==> src/hdl/pcm_pkg.sv <==
`default_nettype none

package pcm_pkg;

  // ----------
  // Register bus geometry
  // ----------
  localparam int unsigned ADDR_W = 8;
  localparam int unsigned DATA_W = 8;

  // ----------
  // Register offsets
  // ----------
  localparam logic [7:0] MODE0_ADDR      = 8'hda;
  localparam logic [7:0] MODE1_ADDR      = 8'hdb;
  localparam logic [7:0] MODE2_ADDR      = 8'hdc;
  localparam logic [7:0] CYCLE_CFG_ADDR  = 8'hf7;
  localparam logic [7:0] IRQ_STATUS_ADDR = 8'he1;
  localparam logic [7:0] IRQ_MASK_ADDR   = 8'he2;
  localparam logic [7:0] WDOG_CTRL_ADDR  = 8'he3;

  // ----------
  // Module mode register fields
  // ----------
  localparam int unsigned MODE_WIDE_BIT   = 7;
  localparam int unsigned MODE_CMP_BIT    = 6;
  localparam int unsigned MODE_RISE_BIT   = 5;
  localparam int unsigned MODE_FALL_BIT   = 4;
  localparam int unsigned MODE_MATCH_BIT  = 3;
  localparam int unsigned MODE_TOGGLE_BIT = 2;
  localparam int unsigned MODE_PWM_BIT    = 1;
  localparam int unsigned MODE_CCFIE_BIT  = 0;
  localparam logic [7:0]  MODE_RESET      = 8'h00;

  // ----------
  // Cycle configuration register fields
  // ----------
  localparam int unsigned CFG_ARSEL_BIT  = 7;
  localparam int unsigned CFG_IRQ_EN_BIT = 6;
  localparam int unsigned CFG_OVF_BIT    = 5;
  localparam int unsigned CFG_SEL_LSB    = 0;
  localparam int unsigned CFG_SEL_W      = 2;
  localparam logic [1:0]  CFG_SEL_RESET  = 2'h0;
  localparam logic        CFG_BIT_RESET  = 1'b0;

  // ----------
  // Interrupt status, mask and watchdog control
  // ----------
  localparam int unsigned IRQ_W          = 3;
  localparam int unsigned IRQ_CYCLE_BIT  = 0;
  localparam int unsigned IRQ_RISE_BIT   = 1;
  localparam int unsigned IRQ_FALL_BIT   = 2;
  localparam logic [2:0]  IRQ_RESET      = 3'h0;
  localparam int unsigned WDOG_EN_BIT    = 0;

  // ----------
  // Cycle lengths
  // ----------
  localparam int unsigned CNT_W           = 16;
  localparam int unsigned BITS_W          = 5;
  localparam logic [4:0]  CYCLE_BASE_BITS = 5'h08;
  localparam logic [4:0]  WIDE_CYCLE_BITS = 5'h10;

endpackage : pcm_pkg

`default_nettype wire

==> src/hdl/pcm_ovf_if.sv <==
`timescale 1ns/100ps
`default_nettype none

interface pcm_ovf_if;
  logic [15:0] count;
  logic [1:0]  sel;
  logic        sel_wrap;
  logic        full_wrap;

  modport detector (input count, input sel, output sel_wrap, output full_wrap);
  modport owner    (output count, output sel, input sel_wrap, input full_wrap);
endinterface : pcm_ovf_if

`default_nettype wire

==> src/hdl/pcm_cycle_mode.sv <==
`timescale 1ns/100ps
`default_nettype none

// Function
// The cycle overflow flag sets when the main counter carries out of bit 8, 9, 10 or 11; the code sets it on a carry out of bit 7, 8, 9 or 10.
// The flag may be set by hardware or software and only software clears it.
// Bits 4 to 2 of the cycle configuration register read zero and ignore writes.
// Cycle length code 00, 01, 10, 11 selects 8, 9, 10 or 11 bits.
// The selected length is shared by every PWM module not in 16-bit mode.
// A module in 16-bit PWM ignores the selector and uses the full 16-bit cycle.
// With PWM enabled, mode bit 7 picks 8 to 11-bit (0) or 16-bit (1) PWM.
// Mode bit 6 enables the module's comparator against the main counter.
// Mode bit 5 enables capture on a rising edge at the module's input.
// Each of the three modules has an 8-bit read/write mode register reset to zero.
// Mode bit 4 enables capture on a falling edge at the module's input.
// With the overflow interrupt enabled, a set overflow flag requests an interrupt.
// While the watchdog is enabled, writes to the third mode register are ignored.
// A hardware overflow in the same cycle as a software clear leaves the flag set.
module pcm_cycle_mode
  import pcm_pkg::*;
#(
  parameter int unsigned NUM_MODULES = 3, // Capture/compare modules.
  parameter int unsigned WDOG_MODULE = 2  // Module that doubles as watchdog.
)
(
  input  wire logic                        clk_sys_in,            // System clock, 20 MHz.
  input  wire logic                        rstn_in,               // Async reset, active low.
  input  wire logic [ADDR_W-1:0]           reg_addr_in,           // Register address.
  input  wire logic [DATA_W-1:0]           reg_wdata_in,          // Register write data.
  input  wire logic                        reg_wr_in,             // Write strobe.
  input  wire logic                        reg_rd_in,             // Read strobe.
  output logic      [DATA_W-1:0]           reg_rdata_out,         // Read data, one cycle later.
  input  wire logic [CNT_W-1:0]            main_counter_in,       // Main counter value.
  input  wire logic [NUM_MODULES-1:0]      capture_pin_in,        // Module capture inputs.
  output logic                             cycle_overflow_flag_out, // Sticky overflow flag.
  output logic                             counter_irq_out,       // Counter-array request.
  output logic                             irq_out,               // Masked status interrupt.
  output logic                             watchdog_enable_out,   // Watchdog mode active.
  output logic                             auto_reload_select_out, // Reload register select.
  output logic      [NUM_MODULES-1:0]      comparator_enable_out, // Comparator enables.
  output logic      [NUM_MODULES-1:0]      match_enable_out,      // Match enables.
  output logic      [NUM_MODULES-1:0]      toggle_enable_out,     // Toggle enables.
  output logic      [NUM_MODULES-1:0]      pwm_enable_out,        // PWM enables.
  output logic      [NUM_MODULES-1:0]      wide_pwm_select_out,   // 16-bit PWM selects.
  output logic      [NUM_MODULES-1:0]      ccf_irq_enable_out,    // Module flag irq enables.
  output logic      [NUM_MODULES-1:0]      capture_strobe_out,    // Capture now, one pulse.
  output logic      [NUM_MODULES*BITS_W-1:0] pwm_cycle_bits_out,  // Cycle bits per module.
  output logic      [NUM_MODULES-1:0]      pwm_cycle_end_out      // Cycle wrap, one pulse.
);

  // ----------
  // Declarations
  // ----------
  logic [7:0]           mode_reg [NUM_MODULES];
  logic [1:0]           cycle_length_select_reg;
  logic                 cycle_overflow_flag_reg;
  logic                 cycle_overflow_irq_enable_reg;
  logic                 auto_reload_select_reg;
  logic                 watchdog_enable_reg;
  logic [IRQ_W-1:0]     irq_status_reg;
  logic [IRQ_W-1:0]     irq_status_next;
  logic [IRQ_W-1:0]     irq_mask_reg;
  logic [DATA_W-1:0]    rdata_reg;
  logic [DATA_W-1:0]    rdata_next;
  logic [NUM_MODULES-1:0] rise_edge;
  logic [NUM_MODULES-1:0] fall_edge;
  logic [NUM_MODULES-1:0] capture_strobe_reg;
  logic [NUM_MODULES-1:0] cycle_end_reg;
  logic [BITS_W-1:0]    cycle_bits_reg [NUM_MODULES];
  logic [NUM_MODULES-1:0] mode_wr_hit;
  logic                 cfg_wr;
  logic                 cycle_overflow_flag_next;
  logic [NUM_MODULES-1:0] rise_strobe_src;

  pcm_ovf_if ovf_bus ();

  // One-hot match of an address against the mode register block.
  function automatic logic [NUM_MODULES-1:0] mode_decode(input logic [ADDR_W-1:0] a);
    logic [NUM_MODULES-1:0] hit;
    hit = '0;
    for (int k = 0; k < NUM_MODULES; k++)
    begin
      hit[k] = (a == MODE0_ADDR + 8'(k));
    end
    return hit;
  endfunction

  // ----------
  // Overflow detection
  // ----------
  assign ovf_bus.count = main_counter_in;
  assign ovf_bus.sel   = cycle_length_select_reg;

  pcm_ovf_detect u_ovf_detect (
    .clk_sys_in (clk_sys_in),
    .rstn_in    (rstn_in),
    .ovf        (ovf_bus.detector)
  );

  // ----------
  // Capture inputs
  // ----------
  // Pins are asynchronous, so each passes three flops; an edge is only
  // accepted once the last two stages agree, which rejects a one-cycle glitch.
  genvar g;
  generate
    for (g = 0; g < NUM_MODULES; g++)
    begin : g_capture
      logic s1_reg;
      logic s2_reg;
      logic s3_reg;
      logic stable_reg;
      logic changed;

      assign changed = (s2_reg == s3_reg) && (s3_reg != stable_reg);

      always_ff @(posedge clk_sys_in or negedge rstn_in)
      begin
        if (!rstn_in)
        begin
          s1_reg     <= 1'b0;
          s2_reg     <= 1'b0;
          s3_reg     <= 1'b0;
          stable_reg <= 1'b0;
        end
        else
        begin
          s1_reg <= capture_pin_in[g];
          s2_reg <= s1_reg;
          s3_reg <= s2_reg;
          if (changed)
          begin
            stable_reg <= s3_reg;
          end
        end
      end

      assign rise_edge[g] = changed && s3_reg;
      assign fall_edge[g] = changed && !s3_reg;

      always_ff @(posedge clk_sys_in or negedge rstn_in)
      begin
        if (!rstn_in)
        begin
          capture_strobe_reg[g] <= 1'b0;
        end
        else
        begin
          capture_strobe_reg[g] <= (rise_edge[g] && mode_reg[g][MODE_RISE_BIT]) ||
                                   (fall_edge[g] && mode_reg[g][MODE_FALL_BIT]);
        end
      end
    end
  endgenerate

  // ----------
  // Module mode registers
  // ----------
  assign mode_wr_hit = reg_wr_in ? mode_decode(reg_addr_in) : '0;

  generate
    for (g = 0; g < NUM_MODULES; g++)
    begin : g_mode
      // While the watchdog is enabled, the watchdog module's setup is frozen so a stray write cannot disarm it.
      always_ff @(posedge clk_sys_in or negedge rstn_in)
      begin
        if (!rstn_in)
        begin
          mode_reg[g] <= MODE_RESET;
        end
        else if (mode_wr_hit[g] && !(g == WDOG_MODULE && watchdog_enable_reg))
        begin
          mode_reg[g] <= reg_wdata_in;
        end
      end

      // Shared short length unless this module's mode bit 7 selects 16-bit PWM.
      always_ff @(posedge clk_sys_in or negedge rstn_in)
      begin
        if (!rstn_in)
        begin
          cycle_bits_reg[g] <= CYCLE_BASE_BITS;
          cycle_end_reg[g]  <= 1'b0;
        end
        else if (mode_reg[g][MODE_WIDE_BIT])
        begin
          cycle_bits_reg[g] <= WIDE_CYCLE_BITS;
          cycle_end_reg[g]  <= mode_reg[g][MODE_PWM_BIT] && ovf_bus.full_wrap;
        end
        else
        begin
          cycle_bits_reg[g] <= CYCLE_BASE_BITS + {3'h0, cycle_length_select_reg};
          cycle_end_reg[g]  <= mode_reg[g][MODE_PWM_BIT] && ovf_bus.sel_wrap;
        end
      end

      assign comparator_enable_out[g] = mode_reg[g][MODE_CMP_BIT];
      assign match_enable_out[g]      = mode_reg[g][MODE_MATCH_BIT];
      assign toggle_enable_out[g]     = mode_reg[g][MODE_TOGGLE_BIT];
      assign pwm_enable_out[g]        = mode_reg[g][MODE_PWM_BIT];
      assign wide_pwm_select_out[g]   = mode_reg[g][MODE_WIDE_BIT];
      assign ccf_irq_enable_out[g]    = mode_reg[g][MODE_CCFIE_BIT];
      assign pwm_cycle_bits_out[g*BITS_W +: BITS_W] = cycle_bits_reg[g];
    end
  endgenerate

  assign capture_strobe_out = capture_strobe_reg;
  assign pwm_cycle_end_out  = cycle_end_reg;

  // ----------
  // Cycle configuration register
  // ----------
  assign cfg_wr = reg_wr_in && (reg_addr_in == CYCLE_CFG_ADDR);

  // A write of one sets the flag and a write of zero clears it, but a carry in
  // the same cycle wins so that no overflow is lost.
  always_comb
  begin
    cycle_overflow_flag_next = cycle_overflow_flag_reg;
    if (cfg_wr)
    begin
      cycle_overflow_flag_next = reg_wdata_in[CFG_OVF_BIT];
    end
    if (ovf_bus.sel_wrap)
    begin
      cycle_overflow_flag_next = 1'b1;
    end
  end

  always_ff @(posedge clk_sys_in or negedge rstn_in)
  begin
    if (!rstn_in)
    begin
      cycle_overflow_flag_reg <= CFG_BIT_RESET;
    end
    else
    begin
      cycle_overflow_flag_reg <= cycle_overflow_flag_next;
    end
  end

  always_ff @(posedge clk_sys_in or negedge rstn_in)
  begin
    if (!rstn_in)
    begin
      cycle_length_select_reg       <= CFG_SEL_RESET;
      cycle_overflow_irq_enable_reg <= CFG_BIT_RESET;
      auto_reload_select_reg        <= CFG_BIT_RESET;
    end
    else if (cfg_wr)
    begin
      // Bits 4 to 2 have no storage, so writes there vanish.
      cycle_length_select_reg       <= reg_wdata_in[CFG_SEL_LSB +: CFG_SEL_W];
      cycle_overflow_irq_enable_reg <= reg_wdata_in[CFG_IRQ_EN_BIT];
      auto_reload_select_reg        <= reg_wdata_in[CFG_ARSEL_BIT];
    end
  end

  // ----------
  // Watchdog control
  // ----------
  always_ff @(posedge clk_sys_in or negedge rstn_in)
  begin
    if (!rstn_in)
    begin
      watchdog_enable_reg <= CFG_BIT_RESET;
    end
    else if (reg_wr_in && (reg_addr_in == WDOG_CTRL_ADDR))
    begin
      watchdog_enable_reg <= reg_wdata_in[WDOG_EN_BIT];
    end
  end

  // ----------
  // Interrupt status and mask
  // ----------
  always_comb
  begin
    irq_status_next = irq_status_reg;
    if (reg_wr_in && (reg_addr_in == IRQ_STATUS_ADDR))
    begin
      irq_status_next = irq_status_next & ~reg_wdata_in[IRQ_W-1:0];
    end
    // Events are applied after the clear so a coincident event survives.
    irq_status_next[IRQ_CYCLE_BIT] = irq_status_next[IRQ_CYCLE_BIT] | ovf_bus.sel_wrap;
    irq_status_next[IRQ_RISE_BIT]  = irq_status_next[IRQ_RISE_BIT] |
                                     |(capture_strobe_reg & rise_strobe_src);
    irq_status_next[IRQ_FALL_BIT]  = irq_status_next[IRQ_FALL_BIT] |
                                     |(capture_strobe_reg & ~rise_strobe_src);
  end

  // Remembers which edge produced each capture strobe.

  always_ff @(posedge clk_sys_in or negedge rstn_in)
  begin
    if (!rstn_in)
    begin
      rise_strobe_src <= '0;
    end
    else
    begin
      rise_strobe_src <= rise_edge;
    end
  end

  always_ff @(posedge clk_sys_in or negedge rstn_in)
  begin
    if (!rstn_in)
    begin
      irq_status_reg <= IRQ_RESET;
      irq_mask_reg   <= IRQ_RESET;
    end
    else
    begin
      irq_status_reg <= irq_status_next;
      if (reg_wr_in && (reg_addr_in == IRQ_MASK_ADDR))
      begin
        irq_mask_reg <= reg_wdata_in[IRQ_W-1:0];
      end
    end
  end

  assign irq_out                 = |(irq_status_reg & irq_mask_reg);
  assign counter_irq_out         = cycle_overflow_irq_enable_reg && cycle_overflow_flag_reg;
  assign cycle_overflow_flag_out = cycle_overflow_flag_reg;
  assign watchdog_enable_out     = watchdog_enable_reg;
  assign auto_reload_select_out  = auto_reload_select_reg;

  // ----------
  // Read path
  // ----------
  // Read data appear only in the cycle after the strobe; zero otherwise, so an
  // unmapped address also reads zero.
  always_comb
  begin
    logic [NUM_MODULES-1:0] hit;
    hit        = mode_decode(reg_addr_in);
    rdata_next = 8'h00;
    for (int k = 0; k < NUM_MODULES; k++)
    begin
      if (hit[k])
      begin
        rdata_next = mode_reg[k];
      end
    end
    unique case (reg_addr_in)
      CYCLE_CFG_ADDR:
      begin
        rdata_next                                = 8'h00;
        rdata_next[CFG_ARSEL_BIT]                 = auto_reload_select_reg;
        rdata_next[CFG_IRQ_EN_BIT]                = cycle_overflow_irq_enable_reg;
        rdata_next[CFG_OVF_BIT]                   = cycle_overflow_flag_reg;
        rdata_next[CFG_SEL_LSB +: CFG_SEL_W]      = cycle_length_select_reg;
      end
      IRQ_STATUS_ADDR: rdata_next = {5'h00, irq_status_reg};
      IRQ_MASK_ADDR:   rdata_next = {5'h00, irq_mask_reg};
      WDOG_CTRL_ADDR:  rdata_next = {7'h00, watchdog_enable_reg};
      default:         rdata_next = rdata_next;
    endcase
    if (!reg_rd_in)
    begin
      rdata_next = 8'h00;
    end
  end

  always_ff @(posedge clk_sys_in or negedge rstn_in)
  begin
    if (!rstn_in)
    begin
      rdata_reg <= 8'h00;
    end
    else
    begin
      rdata_reg <= rdata_next;
    end
  end

  assign reg_rdata_out = rdata_reg;

endmodule // pcm_cycle_mode

`default_nettype wire

==> src/hdl/pcm_ovf_detect.sv <==
`timescale 1ns/100ps
`default_nettype none

module pcm_ovf_detect
  import pcm_pkg::*;
(
  input  wire logic  clk_sys_in, // System clock.
  input  wire logic  rstn_in,    // Asynchronous reset, active low.
  pcm_ovf_if.detector ovf        // Counter in, wrap pulses out.
);

  logic [15:0] prev_reg;
  logic        sel_wrap_reg;
  logic        full_wrap_reg;
  logic [15:0] sel_mask;

  // Ones in the low 8 to 11 bits, per the cycle length code.
  function automatic logic [15:0] low_ones(input logic [1:0] sel);
    logic [4:0]  n;
    logic [16:0] m;
    n = CYCLE_BASE_BITS + {3'h0, sel};
    m = (17'h00001 << n) - 17'h00001;
    return m[15:0];
  endfunction

  assign sel_mask = low_ones(ovf.sel);

  // ----------
  // Carry out of the selected bit and out of bit 15
  // ----------
  always_ff @(posedge clk_sys_in or negedge rstn_in)
  begin
    if (!rstn_in)
    begin
      prev_reg      <= 16'h0000;
      sel_wrap_reg  <= 1'b0;
      full_wrap_reg <= 1'b0;
    end
    else
    begin
      prev_reg      <= ovf.count;
      sel_wrap_reg  <= ((prev_reg & sel_mask) == sel_mask) &&
                       ((ovf.count & sel_mask) == 16'h0000);
      full_wrap_reg <= (prev_reg == 16'hffff) && (ovf.count == 16'h0000);
    end
  end

  assign ovf.sel_wrap  = sel_wrap_reg;
  assign ovf.full_wrap = full_wrap_reg;

endmodule // pcm_ovf_detect

`default_nettype wire

==> config.mk <==
export PLATFORM = sky130hd
export DESIGN_NAME = pcm_cycle_mode
export DESIGN_NICKNAME = d
export VERILOG_FILES = /design/src/hdl/pcm_pkg.sv /design/src/hdl/pcm_ovf_if.sv /design/src/hdl/pcm_cycle_mode.sv /design/src/hdl/pcm_ovf_detect.sv
export SDC_FILE = /design/constraint.sdc
export NUM_CORES = 1
export LEC_CHECK = 0
export BUFFER_PORTS_ARGS = -buffer_cell sky130_fd_sc_hd__buf_4
export CORE_ASPECT_RATIO = 1.25
export CORE_UTILIZATION = 50
export DETAILED_ROUTE_END_ITERATION = 12
export PLACE_DENSITY = 0.75
export SETUP_SLACK_MARGIN = 0.15
export SYNTH_ARGS = -nofsm -noshare
export SYNTH_HDL_FRONTEND = slang
export SYNTH_HIERARCHICAL = 1
export SYNTH_SLANG_ARGS = --single-unit
==> constraint.sdc <==
create_clock -name clk_sys_in -period 3.9 [get_ports clk_sys_in]
set_clock_uncertainty 0.2 [all_clocks]
set_input_delay 0.39 -clock clk_sys_in [delete_from_list [all_inputs] [get_ports clk_sys_in]]
set_output_delay 0.39 -clock clk_sys_in [all_outputs]
set_load 0.1 [all_outputs]
## Word level (Yosys, flattened, before mapping)

Cells that the tools add are included.

- Latch bits: 0
- Input bits: 39
- Memories: 0
- Register bits after elaboration: 98
- ROM bits: 0
- Bits in writable memories: 0

- Shift operators: 1
- Divide/modulo/power cells: 0
- Multiply operators: 0
- Reduce and logical (&&, ||, !) cells: 42
- Add/sub/neg operators: 2
- Magnitude comparators: 0
- Equality and inequality tests: 15
- Muxes and demuxes: 15
- Bitwise operators: 11

Operator list:

| kind | count |
|---|---|
| $eq 8x8->1 const B | 7 |
| $and 16x16->16 | 2 |
| $logic_not 16->1 | 2 |
| $mux 8 | 4 |
| $pmux 8 s4 | 1 |
| $logic_and 1x1->1 | 29 |
| $eq 16x16->1 | 1 |
| $eq 16x16->1 const B | 1 |
| $shl 1x5->16 const A | 1 |
| $sub 16x1->16 const B | 1 |
| $mux 5 | 3 |
| $and 3x3->3 | 4 |
| $reduce_or 3->1 | 3 |
| $mux 3 | 2 |
| $not 3->3 | 2 |
| $add 4x2->5 const A | 1 |
| $mux 1 | 5 |
| $logic_not 1->1 | 4 |
| $eq 1x1->1 | 3 |
| $logic_or 1x1->1 | 3 |
| $ne 1x1->1 | 3 |
| $or 1x1->1 | 3 |
| $reduce_bool 2->1 | 1 |

## Logic depth before layout (Yosys ltp)

- Depth in word-level cells: 6
- Gate-level depth with buffers: 6

## Hierarchy

Netlist, hierarchy kept.

Modules (own cells, without submodules):

| module | cells each | instances | area an instance (um2) |
|---|---|---|---|
| pcm_cycle_mode | 243 | 1 | 3,214.3 |
| pcm_ovf_detect | 48 | 1 | 680.7 |

## Worst setup path after synthesis

Ideal clock, no wire load.

- Path kind: flip-flop to output port
- From: register cycle_overflow_flag_reg, in the netlist cycle_overflow_flag_out
- To: output port counter_irq_out
- Data arrival time: 1,793 ps
- Setup slack: 1,517 ps
- Stages on the path, launching flop included: 2
- Path buffers: 0
- Cells stage by stage: dfrtp_1 and2_1

- Cells in the longest elaborated chain, start to end: 1

Ends and longest elaborated chain:

| element | RTL line | source |
|---|---|---|
| start, declared | pcm_cycle_mode.sv:56 | `logic cycle_overflow_flag_reg;` |
| start signal, assigned | pcm_cycle_mode.sv:238 | `cycle_overflow_flag_reg <= cycle_overflow_flag_next;` |
| $logic_and 1x1->1 | pcm_cycle_mode.sv:324 | `assign counter_irq_out = cycle_overflow_irq_enable_reg && cycle_overflow_flag_reg;` |
| end, declared | pcm_cycle_mode.sv:36 | `output logic counter_irq_out,` |

No other way between the ends.

## Final worst setup path

- From: input port reg_addr_in[5]
- To: register mode_reg, in the netlist comparator_enable_out[2]

- Cells in the longest elaborated chain, start to end: 3

Ends and longest elaborated chain:

| element | RTL line | source |
|---|---|---|
| start, declared | pcm_cycle_mode.sv:28 | `input wire logic [ADDR_W-1:0] reg_addr_in,` |
| $eq 8x8->1 | pcm_cycle_mode.sv:83 | `hit[k] = (a == MODE0_ADDR + 8'(k));` |
| $mux 3 | pcm_cycle_mode.sv:159 | `assign mode_wr_hit = reg_wr_in ? mode_decode(reg_addr_in) : '0;` |
| $logic_and 1x1->1 | pcm_cycle_mode.sv:171 | `else if (mode_wr_hit[g] && !(g == WDOG_MODULE && watchdog_enable_reg))` |
| end signal, assigned by index | pcm_cycle_mode.sv:173 | `mode_reg[g] <= reg_wdata_in;` |
| end, declared | pcm_cycle_mode.sv:54 | `logic [7:0] mode_reg [NUM_MODULES];` |

No other way between the ends.
A chain may end at the register's enable or synchronous reset.

==> report_table.html <==
<table>
<tr><th>Metric</th><th>Value</th></tr>
<tr><th colspan="2">Status</th></tr>
<tr><td>Status</td><td>complete, no violations</td></tr>
<tr><th colspan="2">Finish</th></tr>
<tr><td>Ant. Diodes</td><td>0</td></tr>
<tr><td>Number of nets at the end of the flow</td><td>428</td></tr>
<tr><td>Filler Cells Inserted</td><td>619</td></tr>
<tr><td>Multi-input gate area</td><td>between 1000 and 1500 um2</td></tr>
<tr><td>Area growth, synth to finish</td><td>25.15%</td></tr>
<tr><td>Number of flip-flops in the largest register</td><td>16</td></tr>
<tr><td>Proportion of layout cells with a drive suffix above 1</td><td>38.27%</td></tr>
<tr><td>Footprint of the flip-flops and latches</td><td>2381 um2</td></tr>
<tr><td>Total non-filler cell area in the finished layout</td><td>4875 um2</td></tr>
<tr><th colspan="2">Power</th></tr>
<tr><td>Switching share of power</td><td>30.82%</td></tr>
<tr><td>Pwr per Cell Area</td><td>408.4 nW/um2</td></tr>
<tr><td>Share of power burned in the clock network</td><td>30.2%</td></tr>
<tr><td>Worst supply voltage drop on vdd</td><td>between 0.2 and 0.3 mV</td></tr>
<tr><td>Power Internal</td><td>1.377 mW</td></tr>
<tr><td>Power, Total</td><td>1.991 mW</td></tr>
<tr><td>Leakage power figure</td><td>2.390 nW</td></tr>
<tr><td>Sequential Power Share</td><td>53.9%</td></tr>
<tr><td>Logic gate share of total power</td><td>15.9%</td></tr>
<tr><td>Net switching power</td><td>613.6 uW</td></tr>
<tr><th colspan="2">Floorplanning</th></tr>
<tr><td>Initial cell density of the core</td><td>between 50 and 60%</td></tr>
<tr><td>Die Footprint</td><td>8149 um2</td></tr>
<tr><td>Top-level port count</td><td>just over 90</td></tr>
<tr><td>Area of the core region</td><td>7445 um2</td></tr>
<tr><td>DIE HEIGHT</td><td>between 100 and 150 um</td></tr>
<tr><td>Die width</td><td>slightly above 80 um</td></tr>
<tr><td>Count of standard-cell rows</td><td>35</td></tr>
<tr><th colspan="2">Detailed routing</th></tr>
<tr><td>DR vias</td><td>approximately 2600</td></tr>
<tr><td>Antenna-violating nets left</td><td>0</td></tr>
<tr><td>Overall routed net length</td><td>approximately 8100 um</td></tr>
<tr><td>DR iter-0 viols</td><td>162</td></tr>
<tr><td>Drt pass-1 iters</td><td>5</td></tr>
<tr><td>Mean number of vias per cell</td><td>5.459</td></tr>
<tr><td>DRC errors left</td><td>0</td></tr>
<tr><td>Routed wirelength normalized by instance count</td><td>16.75 um</td></tr>
<tr><th colspan="2">Synth</th></tr>
<tr><td>Count leader, synth</td><td>sky130_fd_sc_hd__dfrtp_1</td></tr>
<tr><td>Count of warnings emitted by yosys</td><td>6</td></tr>
<tr><td>Proportion of synthesized chip area in sequential cells</td><td>between 60% and 70%</td></tr>
<tr><td>Cell area after synthesis</td><td>3895 um2</td></tr>
<tr><td>Register bit count reported by yosys</td><td>95</td></tr>
<tr><td>EDFF count, synth</td><td>0</td></tr>
<tr><td>Top cells by area in the synthesized netlist</td><td>sky130_fd_sc_hd__dfrtp_1 59%, sky130_fd_sc_hd__mux2_2 9.5%, sky130_fd_sc_hd__buf_4 4.0%</td></tr>
<tr><td>Leading register cell type out of synthesis</td><td>sky130_fd_sc_hd__dfrtp_1</td></tr>
<tr><td>Async set-reset flop share out of synthesis</td><td>100.0%</td></tr>
<tr><td>Unique masters post-synth</td><td>52</td></tr>
<tr><td>Post-synthesis instance total</td><td>291</td></tr>
<tr><td>Post-synthesis area per instance</td><td>13.38 um2</td></tr>
<tr><td>Area share of the largest cell type after synthesis</td><td>59.11%</td></tr>
<tr><td>Area leader, netlist</td><td>sky130_fd_sc_hd__dfrtp_1</td></tr>
<tr><td>Top cells by count, synth</td><td>92 x sky130_fd_sc_hd__dfrtp_1, 33 x sky130_fd_sc_hd__mux2_2, 21 x sky130_fd_sc_hd__buf_4</td></tr>
<tr><th colspan="2">Global route</th></tr>
<tr><td>Overall Global Routing Usage</td><td>21.29%</td></tr>
<tr><td>Initial antenna violation count</td><td>0</td></tr>
<tr><td>Pin count of the biggest net entering global routing</td><td>66</td></tr>
<tr><td>Remaining global-route overflow</td><td>0</td></tr>
<tr><td>First-pass GRT wire length</td><td>12540 um</td></tr>
<tr><td>Vias in the first global route</td><td>around 2500</td></tr>
<tr><th colspan="2">Timing</th></tr>
<tr><td>Worst Max-Slew Pin Slew</td><td>1040 ps</td></tr>
<tr><td>Timing-limited maximum frequency</td><td>0.4626 GHz</td></tr>
<tr><td>Final-report hold violation count</td><td>0</td></tr>
<tr><td>Final slew viol count</td><td>0</td></tr>
<tr><td>RSZ-0062 raised after global routing</td><td>no</td></tr>
<tr><td>Finish-stage setup viols</td><td>0</td></tr>
<tr><td>Sum Neg Setup Slack</td><td>0 ps</td></tr>
<tr><td>Post-layout worst setup margin</td><td>around 1700 ps</td></tr>
<tr><td>Max transition margin</td><td>30.11%</td></tr>
<tr><td>Hold WS</td><td>about 80 ps</td></tr>
<tr><td>Time the final worst path needs with I/O delays and setup</td><td>~2200 ps</td></tr>
<tr><td>Share of the cycle needed by the critical path after routing</td><td>55.43%</td></tr>
<tr><th colspan="2">Critical path</th></tr>
<tr><td>Type of destination of the critical path</td><td>register</td></tr>
<tr><td>Slowest-stage cell, CP</td><td>sky130_fd_sc_hd__or3_1</td></tr>
<tr><td>Crit path max fanout</td><td>8</td></tr>
<tr><td>Signal arrival time at the worst endpoint</td><td>2200 ps</td></tr>
<tr><td>CP max stage delay</td><td>560 ps</td></tr>
<tr><td>Classification of the worst setup path</td><td>input pin to register</td></tr>
<tr><td>Worst path required time</td><td>3940 ps</td></tr>
<tr><td>Top delay family on crit path</td><td>simple AND/OR/NAND/NOR gates</td></tr>
<tr><td>Number of buffers and inverters on the critical path</td><td>1</td></tr>
<tr><td>Critical Path Start Type</td><td>input pin</td></tr>
<tr><td>Critical-path cell list</td><td>buf_4 -&gt; nand2b_1 -&gt; or3_1 -&gt; nor3_4 -&gt; mux2_2</td></tr>
<tr><th colspan="2">CTS</th></tr>
<tr><td>Worst-skew pair later-pin latency</td><td>360 ps</td></tr>
<tr><td>H-Tree Level Count</td><td>3</td></tr>
<tr><td>Buffer levels on the longest clock path</td><td>2</td></tr>
<tr><td>Number of setup buffers added after CTS</td><td>0</td></tr>
<tr><td>Number of buffers inserted during clock tree synthesis</td><td>9</td></tr>
<tr><td>Clock slew at reported path FFs</td><td>approximately 90 ps</td></tr>
<tr><td>Clock Tree Root</td><td>sky130_fd_sc_hd__clkbuf_8</td></tr>
<tr><td>Clock tree from TritonCTS</td><td>yes</td></tr>
<tr><td>Total number of clock tree sinks</td><td>between 90 and 100</td></tr>
<tr><th colspan="2">Job</th></tr>
<tr><td>Number of violations of the max-capacitance limit</td><td>0</td></tr>
<tr><th colspan="2">Placement</th></tr>
<tr><td>Weighted congestion at the end of routability-driven global placement</td><td>0.8148</td></tr>
<tr><td>Pre-CTS setup slack</td><td>about 1400 ps</td></tr>
<tr><td>Instance area after placement</td><td>4489 um2</td></tr>
<tr><td>Count of input and output buffers</td><td>87</td></tr>
<tr><td>Sum of net half-perimeters after detailed placement</td><td>5588 um</td></tr>
<tr><th colspan="2">Min path</th></tr>
<tr><td>Class of the tightest hold or removal check</td><td>input pin to register</td></tr>
</table>
-- power groups by stage --
| stage | Clock (mW) | Combinational (mW) | Sequential, mW |
|---|---|---|---|
| 2_1_floorplan | 0 | 0.162 | 1.14 |
| 3_3_place_gp | 0 | 0.298 | 1.09 |
| 3_5_place_dp | 0 | 0.302 | 1.09 |
| 4_1_cts | 0.621 | 0.319 | 1.07 |
| 5_1_grt | 0.669 | 0.332 | 1.08 |
| 6_report | 0.602 | 0.317 | 1.07 |
-- timing repair --
item                       4_1_cts  5_1_grt
gates resized for setup          0        0
hold buffers                    20        0
hold endpoints to repair        83        0
setup endpoints to repair        0        0
-- cell families after synthesis --
group	Yosys count	synth area share [%]
DFF	95	61.13
and+or+nand+nor	79	13.33
buffers and inverters	38	6.103
muxes	37	10.57
AOI/OAI and AO/OA	36	7.356
adders and majority gates	5	1.413
other	1	0.09628
-- worst register-to-register path, cell delays in order, from the launching register on --
cell and delay (ps):
sky130_fd_sc_hd__dfrtp_1 490, sky130_fd_sc_hd__or2_2 340, sky130_fd_sc_hd__ha_1 270, sky130_fd_sc_hd__inv_1 30, sky130_fd_sc_hd__a22oi_1 160, sky130_fd_sc_hd__o211ai_1 130, sky130_fd_sc_hd__a2111oi_2 280
-- cells in the final DEF, fill, tap and decap left out, types with 6 or more instances in the layout --
cell	Yosys	layout
sky130_fd_sc_hd__nor2b_1	10	10
sky130_fd_sc_hd__buf_4	21	88
sky130_fd_sc_hd__dlygate4sd3_1	0	20
sky130_fd_sc_hd__clkbuf_8	0	9
sky130_fd_sc_hd__nand2b_1	6	6
sky130_fd_sc_hd__inv_1	13	13
sky130_fd_sc_hd__nand3_1	7	7
sky130_fd_sc_hd__nand2_1	11	11
sky130_fd_sc_hd__mux2_2	33	33
sky130_fd_sc_hd__dfrtp_1	92	92
sky130_fd_sc_hd__nor2_1	10	10
-- per-layer routing --
metal / vias up / part of all wire [%] / global-route usage, %
met4: 0 / 2.5 / 9.341
met3: 15 / 5.3 / 5.158
li1: 1212 / - / -
met2: 111 / 50 / 34.58
met5: - / 0 / 0
met1: 1304 / 42 / 26.86
-- through the flow --
stage	utilization [%]	cells
after global routing	65.48	484
after floorplan	-	293
after detailed placement	60.30	448
after global placement	60.30	448
final	65.48	484
after CTS	65.48	484
-- final cells by class --
class,instances,share of cell area (%)
Clock buffer,9,2.541
Multi-Input combinational cell,160,26.33
Tap cell,92,2.361
Timing Repair Buffer,108,17.66
Inverter,13,1.001
Clock inverter,7,1.258
Sequential cell,95,48.84
-- worst paths after layout --
path,start,endpoint,slack [ps],cells after the start
worst max-delay path,reg_addr_in[5],comparator_enable_out[2]$_DFFE_PN0P_,1740,5
worst min register to register,g_capture[2].s1_reg$_DFF_PN0_,g_capture[2].s2_reg$_DFF_PN0_,160,0
max in group asynchronous,rstn_in,pwm_cycle_bits_out[13]$_DFF_PN1_,2120,3
worst max register to register,cycle_length_select_reg[1]$_DFFE_PN0P_,u_ovf_detect/ovf.sel_wrap$_DFF_PN0_,1900,6
min in group asynchronous,rstn_in,u_ovf_detect/prev_reg[2]$_DFF_PN0_,450,2
worst min-delay path,reg_wdata_in[4],mode_reg[4]$_DFFE_PN0P_,80,2
(Power assumes the default switching activity.)
